**config.mk**
```make
export PLATFORM = sky130hd
export DESIGN_NAME = flash_block_erase_control
export DESIGN_NICKNAME = d
export VERILOG_FILES = /design/src/rtl/flash_erase_pkg.sv /design/src/rtl/flash_block_erase_control.sv
export VERILOG_INCLUDE_DIRS = /design/src /design/src/rtl
export SDC_FILE = /design/constraint.sdc
export NUM_CORES = 1
export LEC_CHECK = 0
export ABC_CLOCK_PERIOD_IN_PS = 6800
export BUFFER_PORTS_ARGS = -buffer_cell sky130_fd_sc_hd__buf_2
export CORE_MARGIN = 2
export CORE_UTILIZATION = 25
export CTS_BUF_LIST = sky130_fd_sc_hd__clkbuf_4 sky130_fd_sc_hd__clkbuf_8
export CTS_CLUSTER_SIZE = 40
export DETAILED_ROUTE_END_ITERATION = 10
export PLACE_DENSITY = 0.43
export SETUP_SLACK_MARGIN = 0.5
export SYNTH_ARGS = -nofsm -noshare
export SYNTH_HDL_FRONTEND = slang
export SYNTH_SLANG_ARGS = --single-unit
```
**constraint.sdc**
```tcl
create_clock -name ref_clk_i -period 6.8 [get_ports ref_clk_i]
set_clock_uncertainty 0.2 [all_clocks]
set_input_delay 2.04 -clock ref_clk_i [delete_from_list [all_inputs] [get_ports ref_clk_i]]
set_output_delay 2.04 -clock ref_clk_i [all_outputs]
set_load 0.03 [all_outputs]
```
**src/rtl/flash_erase_regs.svh**
```systemverilog
`ifndef FLASH_ERASE_REGS_SVH
`define FLASH_ERASE_REGS_SVH

// register byte offsets
`define OFS_FLASH_CONTROL 5'h00
`define OFS_PROTECT_BYTE 5'h04
`define OFS_LATCH_ADDR 5'h08
`define OFS_ERASE_RANGE 5'h0C
`define OFS_STATUS 5'h10
`define OFS_SECOND_CONFIG 5'h14

// flash_control_reg field positions
`define FCR_PROGRAM_SELECT 0
`define FCR_ERASE_SELECT 1
`define FCR_MARGIN 2
`define FCR_HIGH_VOLTAGE_ON 3
`define FCR_BLOCK_SIZE_SEL0 4
`define FCR_BLOCK_SIZE_SEL1 5
`define FCR_PUMP_DIV_SEL0 6
`define FCR_PUMP_DIV_SEL1 7
`define FCR_RESET 8'h00

// second_config_reg field position and reset
`define CFG2_PUMP_REGULATOR_ENABLE 0
`define CFG2_RESET 1'b0

// protect byte field positions
`define PROT_UPPER_BIT 3
`define PROT_LOW_MSB 2

// address map of the array
`define USER_LO 16'hB000
`define USER_HI 16'hFDFF
`define VEC_LO 16'hFFDC
`define VEC_HI 16'hFFFF
`define QUARTER_LO 16'hC000
`define FIFTH_HI 16'hBFFF
`define ADDR_BIT_FIFTH 14
`define ROW8_LSB 9
`define ROW1_LSB 6

// pump clock divide ratios minus one
`define PUMP_DIV1_LAST 2'h0
`define PUMP_DIV2_LAST 2'h1
`define PUMP_DIV4_LAST 2'h3

`endif

```
**src/rtl/flash_erase_pkg.sv**
```systemverilog
package flash_erase_pkg;

  typedef enum logic [1:0] {
    SEQ_IDLE,
    SEQ_CONFIGURED,
    SEQ_PROTECT_READ,
    SEQ_ADDR_LATCHED
  } seq_type;

  typedef struct packed {
    logic pump_div_sel1;
    logic pump_div_sel0;
    logic block_size_sel1;
    logic block_size_sel0;
    logic high_voltage_on;
    logic margin;
    logic erase_select;
    logic program_select;
  } ctrl_type;

  typedef struct packed {
    logic [15:0] lo;
    logic [15:0] hi;
    logic vectors;
  } range_type;

  typedef struct packed {
    logic waitreq;
    logic [31:0] rdata;
    ctrl_type ctrl;
    logic pump_regulator_enable;
    seq_type seq;
    logic [7:0] protect;
    logic [15:0] latched_addr;
    range_type range;
    logic protect_hit;
    logic [1:0] div_cnt;
    logic pump_tick;
  } state_type;

endpackage : flash_erase_pkg

```
**src/rtl/flash_block_erase_control.sv**
```systemverilog
// The implementer's own choices: the address map and the Avalon-MM interface to the registers.
`timescale 1ns/1ns
`include "flash_erase_regs.svh"
// Notes on behaviour
// - in erase mode the write address is latched and selects the erased block.
// - erased block reads back as all zeros.
// - size bits 00: whole array B000-FDFF plus vectors FFDC-FFFF.
// - size bits 01, bit 14 high: C000-FDFF plus vectors.
// - size bits 01, bit 14 low: B000-BFFF only.
// - size bits 10: 512-byte block chosen by address bits 15 to 9.
// - size bits 11: 64-byte row chosen by address bits 15 to 6.
// - high voltage settable only with a select bit and correct sequence.
// - erase and program select can never both be one.
// - range touching a protected block clears erase select.
// - pump clock divides bus clock by 1, 2, 2 or 4.
module flash_block_erase_control
  import flash_erase_pkg::*;
(
  // clock, reset, enable
  input wire logic ref_clk_i,
  input wire logic srst_i,
  input wire logic ce_i,
  // avalon-mm slave
  input wire logic [4:0] avs_address_i,
  input wire logic avs_read_i,
  input wire logic avs_write_i,
  input wire logic [31:0] avs_writedata_i,
  output logic [31:0] avs_readdata_o,
  output logic avs_waitrequest_o,
  // protect byte as stored in the array
  input wire logic [7:0] protect_byte_i,
  // array and charge pump control
  output logic high_voltage_on_o,
  output logic erase_select_o,
  output logic program_select_o,
  output logic margin_o,
  output logic pump_regulator_enable_o,
  output logic pump_tick_o,
  output logic [15:0] erase_lo_o,
  output logic [15:0] erase_hi_o,
  output logic erase_vectors_o
);

  state_type st_r;
  state_type st_nxt;

  // an address counts as flash only inside user memory or the vector table
  function automatic logic is_flash(input logic [15:0] a);
    is_flash = (a >= `USER_LO && a <= `USER_HI) || (a >= `VEC_LO);
  endfunction : is_flash

  function automatic range_type decode_range(input logic [15:0] a, input logic [1:0] blk);
    range_type r;
    r = '0;
    unique case (blk)
      2'b00: begin
        r.lo = `USER_LO;
        r.hi = `USER_HI;
        r.vectors = 1'b1;
      end
      2'b01: begin
        if (a[`ADDR_BIT_FIFTH]) begin
          r.lo = `QUARTER_LO;
          r.hi = `USER_HI;
          r.vectors = 1'b1;
        end else begin
          r.lo = `USER_LO;
          r.hi = `FIFTH_HI;
          r.vectors = 1'b0;
        end
      end
      2'b10: begin
        r.lo = {a[15:`ROW8_LSB], 9'h000};
        r.hi = {a[15:`ROW8_LSB], 9'h1FF};
        r.vectors = 1'b0;
      end
      2'b11: begin
        r.lo = {a[15:`ROW1_LSB], 6'h00};
        r.hi = {a[15:`ROW1_LSB], 6'h3F};
        r.vectors = 1'b0;
      end
    endcase
    decode_range = r;
  endfunction : decode_range

  // lowest address locked by the protect byte; bit 3 guards the upper part,
  // the low bits are redundant and lock everything from the array base
  function automatic logic range_protected(input range_type r, input logic [7:0] p);
    logic [15:0] top;
    logic hit;
    top = r.vectors ? `VEC_HI : r.hi;
    hit = 1'b0;
    if (|p[`PROT_LOW_MSB:0]) begin
      hit = top >= `USER_LO;
    end else if (p[`PROT_UPPER_BIT]) begin
      hit = top >= `QUARTER_LO;
    end
    range_protected = hit;
  endfunction : range_protected

  function automatic logic [1:0] div_last(input logic [1:0] sel);
    logic [1:0] v;
    unique case (sel)
      2'b00: v = `PUMP_DIV1_LAST;
      2'b01: v = `PUMP_DIV2_LAST;
      2'b10: v = `PUMP_DIV2_LAST;
      2'b11: v = `PUMP_DIV4_LAST;
    endcase
    div_last = v;
  endfunction : div_last

  always_comb begin
    logic req;
    logic take;
    ctrl_type wd;
    ctrl_type cur;
    range_type rng;
    req = 1'b0;
    take = 1'b0;
    wd = '0;
    cur = '0;
    rng = '0;
    st_nxt = st_r;
    req = avs_read_i || avs_write_i;
    // answer one cycle after the request is seen; master samples it next edge
    take = req && !st_r.waitreq;
    st_nxt.waitreq = !(req && st_r.waitreq);
    cur = st_r.ctrl;
    wd = avs_writedata_i[7:0];

    // read data prepared while waitrequest is still high
    if (req && st_r.waitreq) begin
      st_nxt.rdata = '0;
      unique case (avs_address_i)
        `OFS_FLASH_CONTROL: st_nxt.rdata = {24'h00_0000, st_r.ctrl};
        `OFS_PROTECT_BYTE: st_nxt.rdata = {24'h00_0000, protect_byte_i};
        `OFS_LATCH_ADDR: st_nxt.rdata = {16'h0000, st_r.latched_addr};
        `OFS_ERASE_RANGE: st_nxt.rdata = {st_r.range.hi, st_r.range.lo};
        `OFS_STATUS: st_nxt.rdata = {26'h000_0000, st_r.range.vectors,
                                     st_r.protect_hit, st_r.seq, 2'b00};
        `OFS_SECOND_CONFIG: st_nxt.rdata = {31'h0000_0000, st_r.pump_regulator_enable};
        default: st_nxt.rdata = '0;
      endcase
    end

    if (take && avs_read_i && avs_address_i == `OFS_PROTECT_BYTE) begin
      st_nxt.protect = protect_byte_i;
      if (st_r.seq == SEQ_CONFIGURED) begin
        st_nxt.seq = SEQ_PROTECT_READ;
      end
    end

    if (take && avs_write_i) begin
      unique case (avs_address_i)
        `OFS_FLASH_CONTROL: begin
          st_nxt.ctrl.pump_div_sel1 = wd.pump_div_sel1;
          st_nxt.ctrl.pump_div_sel0 = wd.pump_div_sel0;
          st_nxt.ctrl.block_size_sel1 = wd.block_size_sel1;
          st_nxt.ctrl.block_size_sel0 = wd.block_size_sel0;
          // a select may rise only while the other is low and not rising too
          st_nxt.ctrl.erase_select = wd.erase_select &&
            (cur.erase_select || (!cur.program_select && !wd.program_select));
          st_nxt.ctrl.program_select = wd.program_select &&
            (cur.program_select || (!cur.erase_select && !wd.erase_select));
          // high voltage rises only after the full erase sequence, or in program mode once the protect byte is read
          st_nxt.ctrl.high_voltage_on = wd.high_voltage_on && (cur.high_voltage_on ||
            (st_nxt.ctrl.erase_select && st_r.seq == SEQ_ADDR_LATCHED) ||
            (st_nxt.ctrl.program_select && st_r.seq == SEQ_PROTECT_READ));
          st_nxt.ctrl.margin = wd.margin && !st_nxt.ctrl.high_voltage_on;
          if (!st_nxt.ctrl.erase_select && !st_nxt.ctrl.program_select) begin
            st_nxt.seq = SEQ_IDLE;
            st_nxt.ctrl.high_voltage_on = 1'b0;
          end else if (st_r.seq == SEQ_IDLE) begin
            st_nxt.seq = SEQ_CONFIGURED;
          end
        end
        `OFS_LATCH_ADDR: begin
          // in erase mode the write only latches the address; no array write
          if (cur.erase_select && !cur.high_voltage_on && is_flash(avs_writedata_i[15:0])
              && (st_r.seq == SEQ_PROTECT_READ || st_r.seq == SEQ_ADDR_LATCHED)) begin
            rng = decode_range(avs_writedata_i[15:0],
                               {cur.block_size_sel1, cur.block_size_sel0});
            st_nxt.latched_addr = avs_writedata_i[15:0];
            st_nxt.range = rng;
            st_nxt.protect_hit = range_protected(rng, st_r.protect);
            if (range_protected(rng, st_r.protect)) begin
              st_nxt.ctrl.erase_select = 1'b0;
              st_nxt.seq = SEQ_IDLE;
            end else begin
              st_nxt.seq = SEQ_ADDR_LATCHED;
            end
          end
        end
        `OFS_SECOND_CONFIG: begin
          st_nxt.pump_regulator_enable = avs_writedata_i[`CFG2_PUMP_REGULATOR_ENABLE];
        end
        default: begin
        end
      endcase
    end

    // pump clock enable tick from the bus clock
    if (st_r.div_cnt >= div_last({st_r.ctrl.pump_div_sel1, st_r.ctrl.pump_div_sel0})) begin
      st_nxt.div_cnt = 2'h0;
      st_nxt.pump_tick = 1'b1;
    end else begin
      st_nxt.div_cnt = st_r.div_cnt + 2'h1;
      st_nxt.pump_tick = 1'b0;
    end
  end

  always_ff @(posedge ref_clk_i) begin
    if (srst_i) begin
      st_r <= '0;
      st_r.waitreq <= 1'b1;
      st_r.ctrl <= `FCR_RESET;
      st_r.pump_regulator_enable <= `CFG2_RESET;
      st_r.seq <= SEQ_IDLE;
    end else if (ce_i) begin
      st_r <= st_nxt;
    end
  end

  assign avs_readdata_o = st_r.rdata;
  assign avs_waitrequest_o = st_r.waitreq;
  // array erases the range only while both erase and high voltage stand
  assign high_voltage_on_o = st_r.ctrl.high_voltage_on;
  assign erase_select_o = st_r.ctrl.erase_select;
  assign program_select_o = st_r.ctrl.program_select;
  assign margin_o = st_r.ctrl.margin;
  assign pump_regulator_enable_o = st_r.pump_regulator_enable;
  assign pump_tick_o = st_r.pump_tick;
  assign erase_lo_o = st_r.range.lo;
  assign erase_hi_o = st_r.range.hi;
  assign erase_vectors_o = st_r.range.vectors;

endmodule : flash_block_erase_control

```
* Word level (Yosys, flattened, before mapping)
Cells that the tools add are included.
Storage, ports and cells: register bits after elaboration 105, bits of input ports 50, output and inout port bits 72, logic and storage cells 117
Operators by class: $add $sub $neg 1, magnitude comparators 6, equal/unequal tests 16, multiplexer cells 26, reduce and logical (&&, ||, !) cells 48
Operator list (count):
- $pmux W32 S6 | 1
- $pmux W33 S4 | 1
- $mux W33 | 3
- $ge A16 B16 Y1 const B | 4
- $mux W32 | 1
- $logic_and A1 B1 Y1 | 18
- $le A16 B16 Y1 const B | 1
- $mux W16 | 1
- $eq A2 B2 Y1 const B | 6
- $mux W2 | 6
- $eq A5 B4 Y1 const B | 2
- $eq A5 B5 Y1 const B | 2
- $logic_not A1 Y1 | 10
- $mux W10 | 1
- $mux W1 | 8
- $logic_or A1 B1 Y1 | 7
- $eq A2 B1 Y1 const B | 3
- $logic_not A2 Y1 | 3
- $pmux W2 S3 | 1
- $reduce_and A3 Y1 | 2
- $eq A5 B3 Y1 const B | 1
- $logic_not A5 Y1 | 1
- $reduce_and A5 Y1 | 1
- $pmux W2 S2 | 1
- other kinds (11) | 12

* Depth between registers and ports, before layout
Gate-level depths: netlist of the first run.
word-level depth 19, depth in mapped cells 8, mapped depth without buffers 7

* Worst setup path after synthesis of the first run
No wires, ideal clock.
path type input-to-reg, start in avs_address_i[4], end reg st_r, in the netlist margin_o, setup time 0.074 ns, arrival time 3.370 ns, required time 6.526 ns, slack 3.155 ns, stages 6, path buffers 1, cell sequence buf_6 nor4_4 and2_4 nand2_4 or4b_1 a31oi_1
On the way: cells in the longest elaborated chain, start to end 2
Ends and longest elaborated chain:
- start, declared | RTL line flash_block_erase_control.sv:24 | input wire logic [4:0] avs_address_i,
- $logic_not A5 Y1 | RTL line flash_block_erase_control.sv:154 | unique case (avs_address_i)
- $reduce_and A3 Y1 (no source line)
- end signal, assigned | RTL line flash_block_erase_control.sv:220 | st_r <= st_nxt;
- end, declared | RTL line flash_block_erase_control.sv:44 | state_type st_r;
Every way passes these cells. A chain may end at the register's enable or synchronous reset.

* Final worst setup path of the first run
start in avs_address_i[2], end reg st_r, in the netlist erase_hi_o[13]
On the way: cells in the longest elaborated chain, start to end 2
Ends and longest elaborated chain (RTL line):
- $eq A5 B4 Y1 | flash_block_erase_control.sv:154
- $reduce_and A4 Y1 (no source line)
Every way passes these cells.

==> metrics.md, run 1 <==
| Metric | Value |
|---|---|
| Outcome | finished clean |
| Worst rel slew slack | 0.3867 |
| Number of fill cells in the layout | 1,795 |
| Worst slack at placement | 2064 ps |
| Iteration count of the initial detailed-routing pass | 4 |
| DRT met1 WL | 5778 µm |
| Final setup violation count | 0 |
| Startpoint class of the critical path | primary input |
| Final-layout setup total negative slack | 0 ps |
| Final Hold Vio Count | 0 |
| Yosys cell types | 46 |
| Flip-flop cell with the highest count after synthesis | sky130_fd_sc_hd__dfxtp_1 |
| Maximum Capacitance Violations | 0 |
| Hold WC Path Type | flip-flop to flip-flop |
| Logic pwr share | 0.070 |
| Finished Layout Cells | 746 |
| Antenna Diode Count | 0 |
| Die area | 17,710 µm² |
| Net switching power figure | 0.2470 mW |
| Antenna-violating nets left | 0 |
| Number of buffers on the longest clock path | 2 |
| Clock latency at the later pin of the worst-skew pair | 360 ps |
| Port Buffer Count | 99 |
| Net switching share of the total power | 0.2734 |
| Routability congestion estimate | 0.8002 |
| Worst VDD drop | 0.00007631 V |
| Hold-fix buffers, CTS | 0 |
| Detailed-routed wire length on met2 | 5208 µm |
| TritonCTS clock tree | built |
| Half-perimeter wire length after detailed placement | 8394 µm |
| Total setup buffers inserted after CTS | 0 |
| Routed wire length | 11,800 µm |
| Routed wire length per instance | 15.81 µm |
| Cell breakdown of the critical path | buf_2, nor4_4, and2_4, and4_1, buf_4, mux2i_1, nor2_1 |
| Post-route fraction of the period consumed by the critical path | 0.6329 |
| Most common cell after layout, fill and taps aside | sky130_fd_sc_hd__buf_2 |
| Unrepaired setup endpoints after global routing | false |
| Remaining Overflow, GRT | 0 |
| First DRT Iteration DRCs | 263 |
| Horizontal extent of the die | 133.1 µm |
| Share of total power in the clock network | 0.384 |
| Fraction of final layout cells with drive strength greater than 1 | 0.2605 |
| Post-layout net count | 573 |
| Bufs and invs on worst path | 2 |
| Critical path required time | 6850 ps |
| Clock sink count | 84 |
| Timing-limited maximum frequency | 232.4 MHz |
| Most frequent cells in the layout | sky130_fd_sc_hd__buf_2, sky130_fd_sc_hd__dfxtp_1, sky130_fd_sc_hd__nor2_1 |
| Total DRC errors in the routed layout | 0 |
| P&R area growth vs syn | 9.105% |
| WL met3 | 706 µm |
| Post-synth EDFFs | 0 |
| Fraction of power consumed by sequential logic | 0.546 |
| Pin count of the biggest net entering global routing | 51 |
| Starting Density | 0.2538 |
| Total global-route track usage | 0.1347 |
| Proportion of synthesized flip-flops having asynchronous set or reset | 0 |
| Number of placement rows | 47 |
| Via count of the first global-routing pass | 3,282 |
| Number of pins exceeding their max-slew limit in the final report | 0 |
| Worst Path Max Fanout | 22 |
| Seq/Total Area, Yosys | 0.4038 |
| Root buffer cell | sky130_fd_sc_hd__clkbuf_8 |
| Kind of cell with the highest combined delay on the critical path | simple AND/OR/NAND/NOR gates |
| Number of flip-flops and latches in the synthesized netlist | 84 |
| Synthesized instance count | 495 |
| Mean Syn Cell Area | 8.412 µm² |
| Cts bufs inserted | 9 |
| Setup crit end kind | flip-flop |
| Post-Syn Area | 4164 µm² |
| Critical Setup Path Class | primary input to flip-flop |
| Detail-routed via count per cell | 4.462 |
| Longest individual stage delay on the worst path | 670 ps |
| Clock Pin Slew Worst Setup and Hold Paths | 90 ps |
| Count of placed standard cells including taps | 729 |
| Total chip power | 0.9035 mW |
| Slowest cell on the critical path | sky130_fd_sc_hd__and4_1 |
| Via Count | 3,329 |
| Slew @ Worst Pin | 920.0 ps |
| Global-route wire length before repair | 18,800 µm |
| Power Dens Cells | 198.9 nW/µm² |
| Static leakage power | 1.798 nW |
| Core Area | 16,410 µm² |
| Total of cells resized after clock tree synthesis | 0 |
| Height of the chip | 133.1 µm |
| Initial antenna violation count | 1 |
| H-tree levels | 3 |
| Final Critical Period | 4304 ps |
| Internal power contribution | 0.6565 mW |
| Num ports | 122 |
| Syn. warnings | 0 |
| Topmost layer with routed signal wires | met5 |
| Worst-case setup margin in the final layout | 2496 ps |
| WP data arrival | 4350 ps |
[Yosys cell counts (2+ instances only)]
master / number / area (µm²)
sky130_fd_sc_hd__o21ai_0: 5 / 25.02
sky130_fd_sc_hd__o2bb2ai_1: 5 / 43.79
sky130_fd_sc_hd__nor2b_1: 2 / 12.51
sky130_fd_sc_hd__nor3_1: 14 / 70.07
sky130_fd_sc_hd__mux4_2: 2 / 45.04
sky130_fd_sc_hd__nand3b_1: 3 / 22.52
sky130_fd_sc_hd__and2_1: 2 / 12.51
sky130_fd_sc_hd__mux2i_1: 16 / 160.2
sky130_fd_sc_hd__o21bai_1: 2 / 15.01
sky130_fd_sc_hd__a21oi_1: 39 / 195.2
sky130_fd_sc_hd__o211ai_1: 3 / 22.52
sky130_fd_sc_hd__clkbuf_1: 17 / 63.81
sky130_fd_sc_hd__a31oi_1: 3 / 18.77
sky130_fd_sc_hd__buf_2: 10 / 50.05
sky130_fd_sc_hd__ha_1: 2 / 25.02
sky130_fd_sc_hd__and4_1: 3 / 26.28
sky130_fd_sc_hd__o31ai_1: 2 / 15.01
sky130_fd_sc_hd__nor2_1: 68 / 255.2
sky130_fd_sc_hd__nand4_1: 5 / 31.28
sky130_fd_sc_hd__nand2b_1: 4 / 25.02
sky130_fd_sc_hd__a211oi_1: 4 / 30.03
sky130_fd_sc_hd__nor3b_1: 3 / 22.52
sky130_fd_sc_hd__buf_6: 3 / 33.78
sky130_fd_sc_hd__a22o_1: 5 / 43.79
sky130_fd_sc_hd__buf_4: 65 / 488.0
sky130_fd_sc_hd__a22oi_1: 27 / 202.7
sky130_fd_sc_hd__mux2_2: 9 / 101.4
sky130_fd_sc_hd__nand3_1: 8 / 40.04
sky130_fd_sc_hd__a2111oi_0: 2 / 17.52
sky130_fd_sc_hd__dfxtp_1: 84 / 1682
sky130_fd_sc_hd__nand2_1: 61 / 229.0
sky130_fd_sc_hd__inv_1: 3 / 11.26
[layout make-up]
| class | instances | area, µm² | share of cell area |
|---|---|---|---|
| multi-input cells | 318 | 1854 | 0.4082 |
| flip-flops and latches | 84 | 1682 | 0.3701 |
| repair buffers | 105 | 536.8 | 0.1181 |
| well taps | 220 | 275.3 | 0.06059 |
| clock buffers | 10 | 137.6 | 0.03029 |
| clock inverters | 6 | 46.29 | 0.01019 |
| inverters | 3 | 11.26 | 0.002479 |
[layer usage]
metal  vias up  track usage
li1       1691            -
met1      1546       0.1884
met2        81       0.2029
met3         9      0.03142
met4         2      0.04659
met5         -            0
[metrics by stage]
stage / area [µm²] / hold slack (ps) / util
floorplan: 4183 / 233.3 / -
global placement: 4355 / 238.7 / 0.2655
detailed placement: 4355 / 247.8 / 0.2655
CTS: 4539 / 259.9 / 0.2767
global route: 4543 / 278.0 / 0.2769
finish: 4543 / 258.4 / 0.2769
[power groups by stage]
stage / clock [mW] / sequential, mW / combinational [mW]
2_1_floorplan: 0 / 0.507 / 0.0375
4_1_cts: 0.358 / 0.494 / 0.0640
3_3_place_gp: 0 / 0.505 / 0.0634
5_1_grt: 0.378 / 0.494 / 0.0692
6_report: 0.347 / 0.493 / 0.0631
3_5_place_dp: 0 / 0.505 / 0.0640
[sequential cells by signal, summed over array words and instances (netlist names), 9 cells and up]
name            count
avs_readdata_o     27
erase_hi_o         11
erase_lo_o          9
st_r               29
[worst paths after layout]
kind	start	to	slack (ps)	cells past startpoint
max	avs_address_i[2]	erase_hi_o[13]	2500	7
min	st_r[51]	st_r[51]	260	2
max reg2reg	st_r[69]	st_r[61]	4140	5
min reg2reg	st_r[51]	st_r[51]	260	2
[cells by family (layout without fill, tap and decap cells)]
logic type | Yosys count | after routing | synth area share
and+or+nand+nor | 184 | 184 | 0.2055
AOI/OAI and AO/OA | 99 | 99 | 0.1547
buffers and inverters | 98 | 124 | 0.1553
DFF | 84 | 84 | 0.4038
muxes | 27 | 27 | 0.07362
adders and majority gates | 2 | 2 | 0.006009
other | 1 | 6 | 0.0009006
[tightest hold or removal path, cell delays in order (launching register included)]
cell                      delay [ps]
sky130_fd_sc_hd__dfxtp_1         320
sky130_fd_sc_hd__nand2_1          50
sky130_fd_sc_hd__a21oi_1          50
(Power assumes the default switching activity.)
==> run 2, diff against run 1 <==
--- a/config.mk
+++ b/config.mk
@@ -6,14 +6,15 @@
 export SDC_FILE = /design/constraint.sdc
 export NUM_CORES = 1
 export LEC_CHECK = 0
-export ABC_CLOCK_PERIOD_IN_PS = 6800
+export ABC_AREA = 1
+export ABC_CLOCK_PERIOD_IN_PS = 3750
 export BUFFER_PORTS_ARGS = -buffer_cell sky130_fd_sc_hd__buf_2
 export CORE_MARGIN = 2
 export CORE_UTILIZATION = 25
 export CTS_BUF_LIST = sky130_fd_sc_hd__clkbuf_4 sky130_fd_sc_hd__clkbuf_8
 export CTS_CLUSTER_SIZE = 40
 export DETAILED_ROUTE_END_ITERATION = 10
-export PLACE_DENSITY = 0.43
+export PLACE_DENSITY = 0.44
 export SETUP_SLACK_MARGIN = 0.5
 export SYNTH_ARGS = -nofsm -noshare
 export SYNTH_HDL_FRONTEND = slang
==> constraint.sdc (replaced) <==
create_clock -name ref_clk_i -period 3.75 [get_ports ref_clk_i]
set_clock_uncertainty 0.2 [all_clocks]
set_input_delay 1.125 -clock ref_clk_i [delete_from_list [all_inputs] [get_ports ref_clk_i]]
set_output_delay 1.125 -clock ref_clk_i [all_outputs]
set_load 0.03 [all_outputs]
==> metrics.md, run 2 <==
| Metric | Value |
|---|---|
| Yosys cell types | 32 |
| Placed cell areas | 4392 µm² |
| Post-Syn Area | 4154 µm² |
| Slew @ Worst Pin | 819.6 ps |
| Final Hold Vio Count | 0 |
| Internal power contribution | 1.319 mW |
| Horizontal extent of the die | 132.9 µm |
| Initial antenna violation count | 3 |
| Synthesized instance count | 574 |
| Starting Density | 0.2532 |
| Total DRC errors in the routed layout | 0 |
| Final-layout setup total negative slack | 0 ps |
| Total global-route track usage | 0.1388 |
| Post-synthesis simple-gate area fraction | 0.2130 |
| Fraction of final layout cells with drive strength greater than 1 | 0.2251 |
| Clock sink count | 84 |
| Via count of the first global-routing pass | 3,492 |
| Seq/Total Area, Yosys | 0.4048 |
| TritonCTS clock tree | built |
| Fraction of the mapped netlist area in adder cells | 0.006024 |
| Antenna-violating nets left | 0 |
| Critical path required time | 3790 ps |
| Port Buffer Count | 99 |
| Most common cell after layout, fill and taps aside | sky130_fd_sc_hd__nand2_1 |
| Routed wire length per instance | 14.57 µm |
| Post-route core utilization | 0.2812 |
| Most frequent cells in the layout | sky130_fd_sc_hd__nand2_1, sky130_fd_sc_hd__buf_2, sky130_fd_sc_hd__dfxtp_1 |
| Net switching power figure | 0.4173 mW |
| Pin count of the biggest net entering global routing | 58 |
| Largest cells by area after synthesis | sky130_fd_sc_hd__dfxtp_1, sky130_fd_sc_hd__nand2_1, sky130_fd_sc_hd__buf_4 |
| Iteration count of the initial detailed-routing pass | 5 |
| Cell type contributing the most total cell area after synthesis | sky130_fd_sc_hd__dfxtp_1 |
| Core Area | 16,410 µm² |
| Routed wire length | 12,150 µm |
| Number of placement rows | 47 |
| Worst VDD drop | 0.0001245 V |
| Cell with the most instances after synthesis | sky130_fd_sc_hd__nand2_1 |
| Hold WC Path Type | flip-flop to flip-flop |
| Area share of the largest cell type after synthesis | 0.4048 |
| Post-route fraction of the period consumed by the critical path | 0.6656 |
| First DRT Iteration DRCs | 242 |
| Via Count | 3,625 |
| Share of total power in the clock network | 0.418 |
| Fraction of power consumed by sequential logic | 0.516 |
| Total of cells resized after clock tree synthesis | 0 |
| Root buffer cell | sky130_fd_sc_hd__clkbuf_8 |
| Final non-filler cell area | 4613 µm² |
| Syn. warnings | 0 |
| H-tree levels | 3 |
| Static leakage power | 1.901 nW |
| Total chip power | 1.737 mW |
| Hold-fix buffers, CTS | 0 |
| Timing-limited maximum frequency | 400.6 MHz |
| Total setup buffers inserted after CTS | 0 |
| Unrepaired setup endpoints after global routing | false |
| Remaining Overflow, GRT | 0 |
| Setup crit end kind | flip-flop |
| Mux contribution to synthesized area | 0 |
| Worst Path Max Fanout | 9 |
| Height of the chip | 132.9 µm |
| Detail-routed via count per cell | 4.347 |
| Final Critical Period | 2496 ps |
| Cts bufs inserted | 9 |
| Number of pins exceeding their max-slew limit in the final report | 0 |
| Critical Setup Path Class | primary input to flip-flop |
| Mean Syn Cell Area | 7.237 µm² |
| Routability congestion estimate | 0.7898 |
| Ranking of synthesized cells by instance count | sky130_fd_sc_hd__nand2_1, sky130_fd_sc_hd__dfxtp_1, sky130_fd_sc_hd__a21oi_1 |
| Outcome | finished clean |
| Combinational family with the most area after synthesis | simple AND/OR/NAND/NOR gates |
| Num ports | 122 |
| Logic pwr share | 0.066 |
| Most flop-heavy register | st_r |
| Post-synth EDFFs | 0 |
| Global-route wire length before repair | 19,000 µm |
| Power Dens Cells | 376.4 nW/µm² |
| Synth Area in XOR/XNOR | 0 |
| Clock Pin Slew Worst Setup and Hold Paths | 80 ps |
| Flip-flop cell with the highest count after synthesis | sky130_fd_sc_hd__dfxtp_1 |
| Maximum Capacitance Violations | 0 |
| Die area | 17,660 µm² |
| P&R area growth vs syn | 11.05% |
| Final setup violation count | 0 |
| Half-perimeter wire length after detailed placement | 8776 µm |
| Proportion of synthesized flip-flops having asynchronous set or reset | 0 |
| Number of flip-flops and latches in the synthesized netlist | 84 |
| Flip-flop count of the largest register after layout | 29 |
| Worst rel slew slack | 0.4530 |
| WP data arrival | 2530 ps |
| Synthesized-area fraction occupied by ao, oa, aoi and oai cells | 0.1892 |
| Startpoint class of the critical path | primary input |
| Post-layout net count | 661 |
| Clock latency at the later pin of the worst-skew pair | 350 ps |
| Net switching share of the total power | 0.2403 |
| Number of buffers on the longest clock path | 2 |
run 2: cell type report:
cell class,instances,area (µm²)
multi-input cells,362,1723
clock buffers,11,145.1
fillers,1827,11790
well taps,220,275.3
diodes,1,2.502
clock inverters,4,73.82
inverters,49,186.4
flip-flops and latches,84,1682
repair buffers,103,525.5
run 2: worst max-delay path: stages:
cell	delay, ps
sky130_fd_sc_hd__buf_2	110
sky130_fd_sc_hd__nor2_2	150
sky130_fd_sc_hd__nand3_2	150
sky130_fd_sc_hd__nor2_1	220
sky130_fd_sc_hd__inv_2	160
sky130_fd_sc_hd__nor2_4	210
sky130_fd_sc_hd__inv_1	150
sky130_fd_sc_hd__o21ai_0	190
sky130_fd_sc_hd__a21oi_1	70
run 2: through the flow:
step / instances / setup WS, ps / hold WS, ps
floorplan: 579 / 1355 / 224.2
global placement: 818 / 907.3 / 237.5
detailed placement: 818 / 868.4 / 242.7
CTS: 833 / 1257 / 257.6
global route: 833 / 1107 / 276.9
finish: 834 / 1254 / 257.0
run 2: worst paths after layout:
check,startpoint,to,slack (ps),cells past startpoint
worst max-delay path,avs_address_i[1],st_r[70],1250,9
worst min-delay path,st_r[41],st_r[41],260,2
worst max register to register,avs_waitrequest_o,st_r[70],1870,8
worst min register to register,st_r[41],st_r[41],260,2
run 2: per-layer routing:
metal  share of wire  GRT usage  vias to the layer above  wire length (µm)
met4          0.0072    0.04480                        4                87
met3           0.072    0.04138                       13               878
met2            0.46     0.2216                      101              5532
li1                -          -                     1884                 -
met5          0.0020          0                        -                24
met1            0.46     0.1798                     1623              5628
run 2: logic make-up (layout without fill, tap and decap cells):
| logic type | after synthesis | in the layout |
|---|---|---|
| compound gates | 147 | 147 |
| flops | 84 | 84 |
| simple gates | 207 | 207 |
| fa+ha+maj | 2 | 2 |
| other cells | 1 | 7 |
| buf+inv | 133 | 167 |
run 2: power groups by stage:
stage               Clock [mW]  Combinational, mW  Sequential [mW]
finish                   0.727              0.114            0.896
global route             0.789              0.126            0.897
CTS                      0.756              0.116            0.896
detailed placement           0              0.116            0.917
global placement             0              0.116            0.917
floorplan                    0             0.0655            0.920
==> run 3, diff against run 2 <==
--- a/config.mk
+++ b/config.mk
@@ -7,7 +7,7 @@
 export NUM_CORES = 1
 export LEC_CHECK = 0
 export ABC_AREA = 1
-export ABC_CLOCK_PERIOD_IN_PS = 3750
+export ABC_CLOCK_PERIOD_IN_PS = 2000
 export BUFFER_PORTS_ARGS = -buffer_cell sky130_fd_sc_hd__buf_2
 export CORE_MARGIN = 2
 export CORE_UTILIZATION = 25
==> constraint.sdc (replaced) <==
create_clock -name ref_clk_i -period 2 [get_ports ref_clk_i]
set_clock_uncertainty 0.2 [all_clocks]
set_input_delay 0.6 -clock ref_clk_i [delete_from_list [all_inputs] [get_ports ref_clk_i]]
set_output_delay 0.6 -clock ref_clk_i [all_outputs]
set_load 0.03 [all_outputs]
==> metrics.md, run 3 (synthesized netlist as in run 2, its figures left out) <==
| Metric | Value |
|---|---|
| Outcome | finished clean |
| Final setup violation count | 0 |
| Worst slack at placement | -161.0 ps |
| Post-route fraction of the period consumed by the critical path | 0.9236 |
| Port Buffer Count | 99 |
| Fraction of final layout cells with drive strength greater than 1 | 0.6100 |
| Number of pins exceeding their max-slew limit in the final report | 0 |
| Logic pwr share | 0.114 |
| Timing-limited maximum frequency | 541.4 MHz |
| Height of the chip | 132.9 µm |
| TritonCTS clock tree | built |
| Root buffer cell | sky130_fd_sc_hd__clkbuf_8 |
| Maximum Capacitance Violations | 0 |
| Most frequent cells in the layout | sky130_fd_sc_hd__nand2_1, sky130_fd_sc_hd__buf_4, sky130_fd_sc_hd__buf_6 |
| P&R area growth vs syn | 70.30% |
| WP data arrival | 1950 ps |
| Routability congestion estimate | 0.8130 |
| Hold WC Path Type | flip-flop to flip-flop |
| Number of buffers on the longest clock path | 2 |
| Power Dens Cells | 470.2 nW/µm² |
| Via count of the first global-routing pass | 4,132 |
| Clock latency at the later pin of the worst-skew pair | 370 ps |
| Core Area | 16,410 µm² |
| Final Critical Period | 1847 ps |
| H-tree levels | 3 |
| Routed wire length per instance | 15.00 µm |
| Hold-fix buffers, CTS | 0 |
| Final Hold Vio Count | 0 |
| Worst Reg-to-Reg Cells | 8 |
| Clock sink count | 84 |
| Startpoint class of the critical path | primary input |
| Worst Path Max Fanout | 7 |
| Fraction of power consumed by sequential logic | 0.503 |
| Share of total power in the clock network | 0.382 |
| Post-route core utilization | 0.4312 |
| Routed wire length | 14,430 µm |
| Num ports | 122 |
| Number of placement rows | 47 |
| Via Count | 4,269 |
| Net switching power figure | 0.8856 mW |
| Worst-case setup margin in the final layout | 152.8 ps |
| Antenna-violating nets left | 0 |
| Worst hold slack after final layout | 265.7 ps |
| Critical Setup Path Class | primary input to flip-flop |
| Net switching share of the total power | 0.2662 |
| Flip-flop count of the largest register after layout | 29 |
| Unrepaired setup endpoints after global routing | true |
| Worst rel slew slack | 0.5557 |
| Iteration count of the initial detailed-routing pass | 4 |
| Post-layout net count | 788 |
| Static leakage power | 2.853 nW |
| Global-route wire length before repair | 21,560 µm |
| Clock Pin Slew Worst Setup and Hold Paths | 90 ps |
| Cts bufs inserted | 9 |
| Starting Density | 0.2532 |
| Internal power contribution | 2.441 mW |
| Die area | 17,660 µm² |
| Hold path depth | 2 |
| Remaining Overflow, GRT | 0 |
| Slew @ Worst Pin | 666.4 ps |
| Worst VDD drop | 0.0002990 V |
| Setup crit end kind | flip-flop |
| Horizontal extent of the die | 132.9 µm |
| Total DRC errors in the routed layout | 0 |
| Most flop-heavy register | st_r |
| First DRT Iteration DRCs | 123 |
| Critical path required time | 2100 ps |
| Most common cell after layout, fill and taps aside | sky130_fd_sc_hd__nand2_1 |
| Total global-route track usage | 0.1564 |
| Detail-routed via count per cell | 4.438 |
| Half-perimeter wire length after detailed placement | 9641 µm |
| Initial antenna violation count | 2 |
| Pin count of the biggest net entering global routing | 47 |
-- run 3: area by class of cell --
class                           count  area, µm²
Timing Repair Buffer              228       2218
Antenna cell                        1      2.502
Timing Repair inverter              2      15.01
Inverter                           49      234.0
Multi-Input combinational cell    362       2364
Clock buffer                       11      138.9
Sequential cell                    84       1767
Clock inverter                      5      60.06
Tap cell                          220      275.3
Fill cell                        1640       9333
-- run 3: timing repair --
action	4_1_cts	5_1_grt
pin swaps	28	49
buffers inserted	41	28
gates cloned	4	3
resized for setup	303	165
endpoints found under the setup margin	148	148
-- run 3: final timing paths --
path | startpoint | end | slack, ps
worst max-delay path | avs_address_i[1] | program_select_o | 150
worst min register to register | st_r[41] | st_r[41] | 270
worst max register to register | erase_select_o | erase_lo_o[14] | 280
worst min-delay path | st_r[41] | st_r[41] | 270
-- run 3: worst max-delay path, stage by stage --
cell,delay [ps]
sky130_fd_sc_hd__buf_6,100
sky130_fd_sc_hd__nor2_4,130
sky130_fd_sc_hd__nand3_4,100
sky130_fd_sc_hd__buf_6,120
sky130_fd_sc_hd__buf_6,110
sky130_fd_sc_hd__nor2_4,140
sky130_fd_sc_hd__clkinv_4,110
sky130_fd_sc_hd__nor2_4,140
sky130_fd_sc_hd__buf_6,140
sky130_fd_sc_hd__buf_6,100
sky130_fd_sc_hd__o21ai_2,40
sky130_fd_sc_hd__a21oi_1,110
-- run 3: metrics by stage --
stage	power [mW]	cells	instance area, µm²	setup TNS, ps
after CTS	3.336	930	6171	0
after global routing	3.470	961	7072	0
after global placement	1.992	869	4810	-5219
final	3.326	962	7074	0
after floorplan	1.856	579	4240	0
after detailed placement	1.995	869	4810	-6342
-- run 3: power groups by stage --
| stage | Combinational (mW) | Clock (mW) | Sequential, mW |
|---|---|---|---|
| global route | 0.408 | 1.39 | 1.68 |
| floorplan | 0.131 | 0 | 1.72 |
| CTS | 0.342 | 1.32 | 1.67 |
| global placement | 0.272 | 0 | 1.72 |
| finish | 0.380 | 1.27 | 1.67 |
| detailed placement | 0.276 | 0 | 1.72 |
-- run 3: layer usage --
| metal | up-vias | GRT usage | share of wire | wire [µm] |
|---|---|---|---|---|
| li1 | 2140 | - | - | - |
| met1 | 1991 | 0.2003 | 0.46 | 6572 |
| met2 | 104 | 0.2473 | 0.47 | 6771 |
| met3 | 32 | 0.04023 | 0.046 | 663 |
| met4 | 2 | 0.07109 | 0.029 | 412 |
| met5 | - | 0 | 0.00049 | 7 |
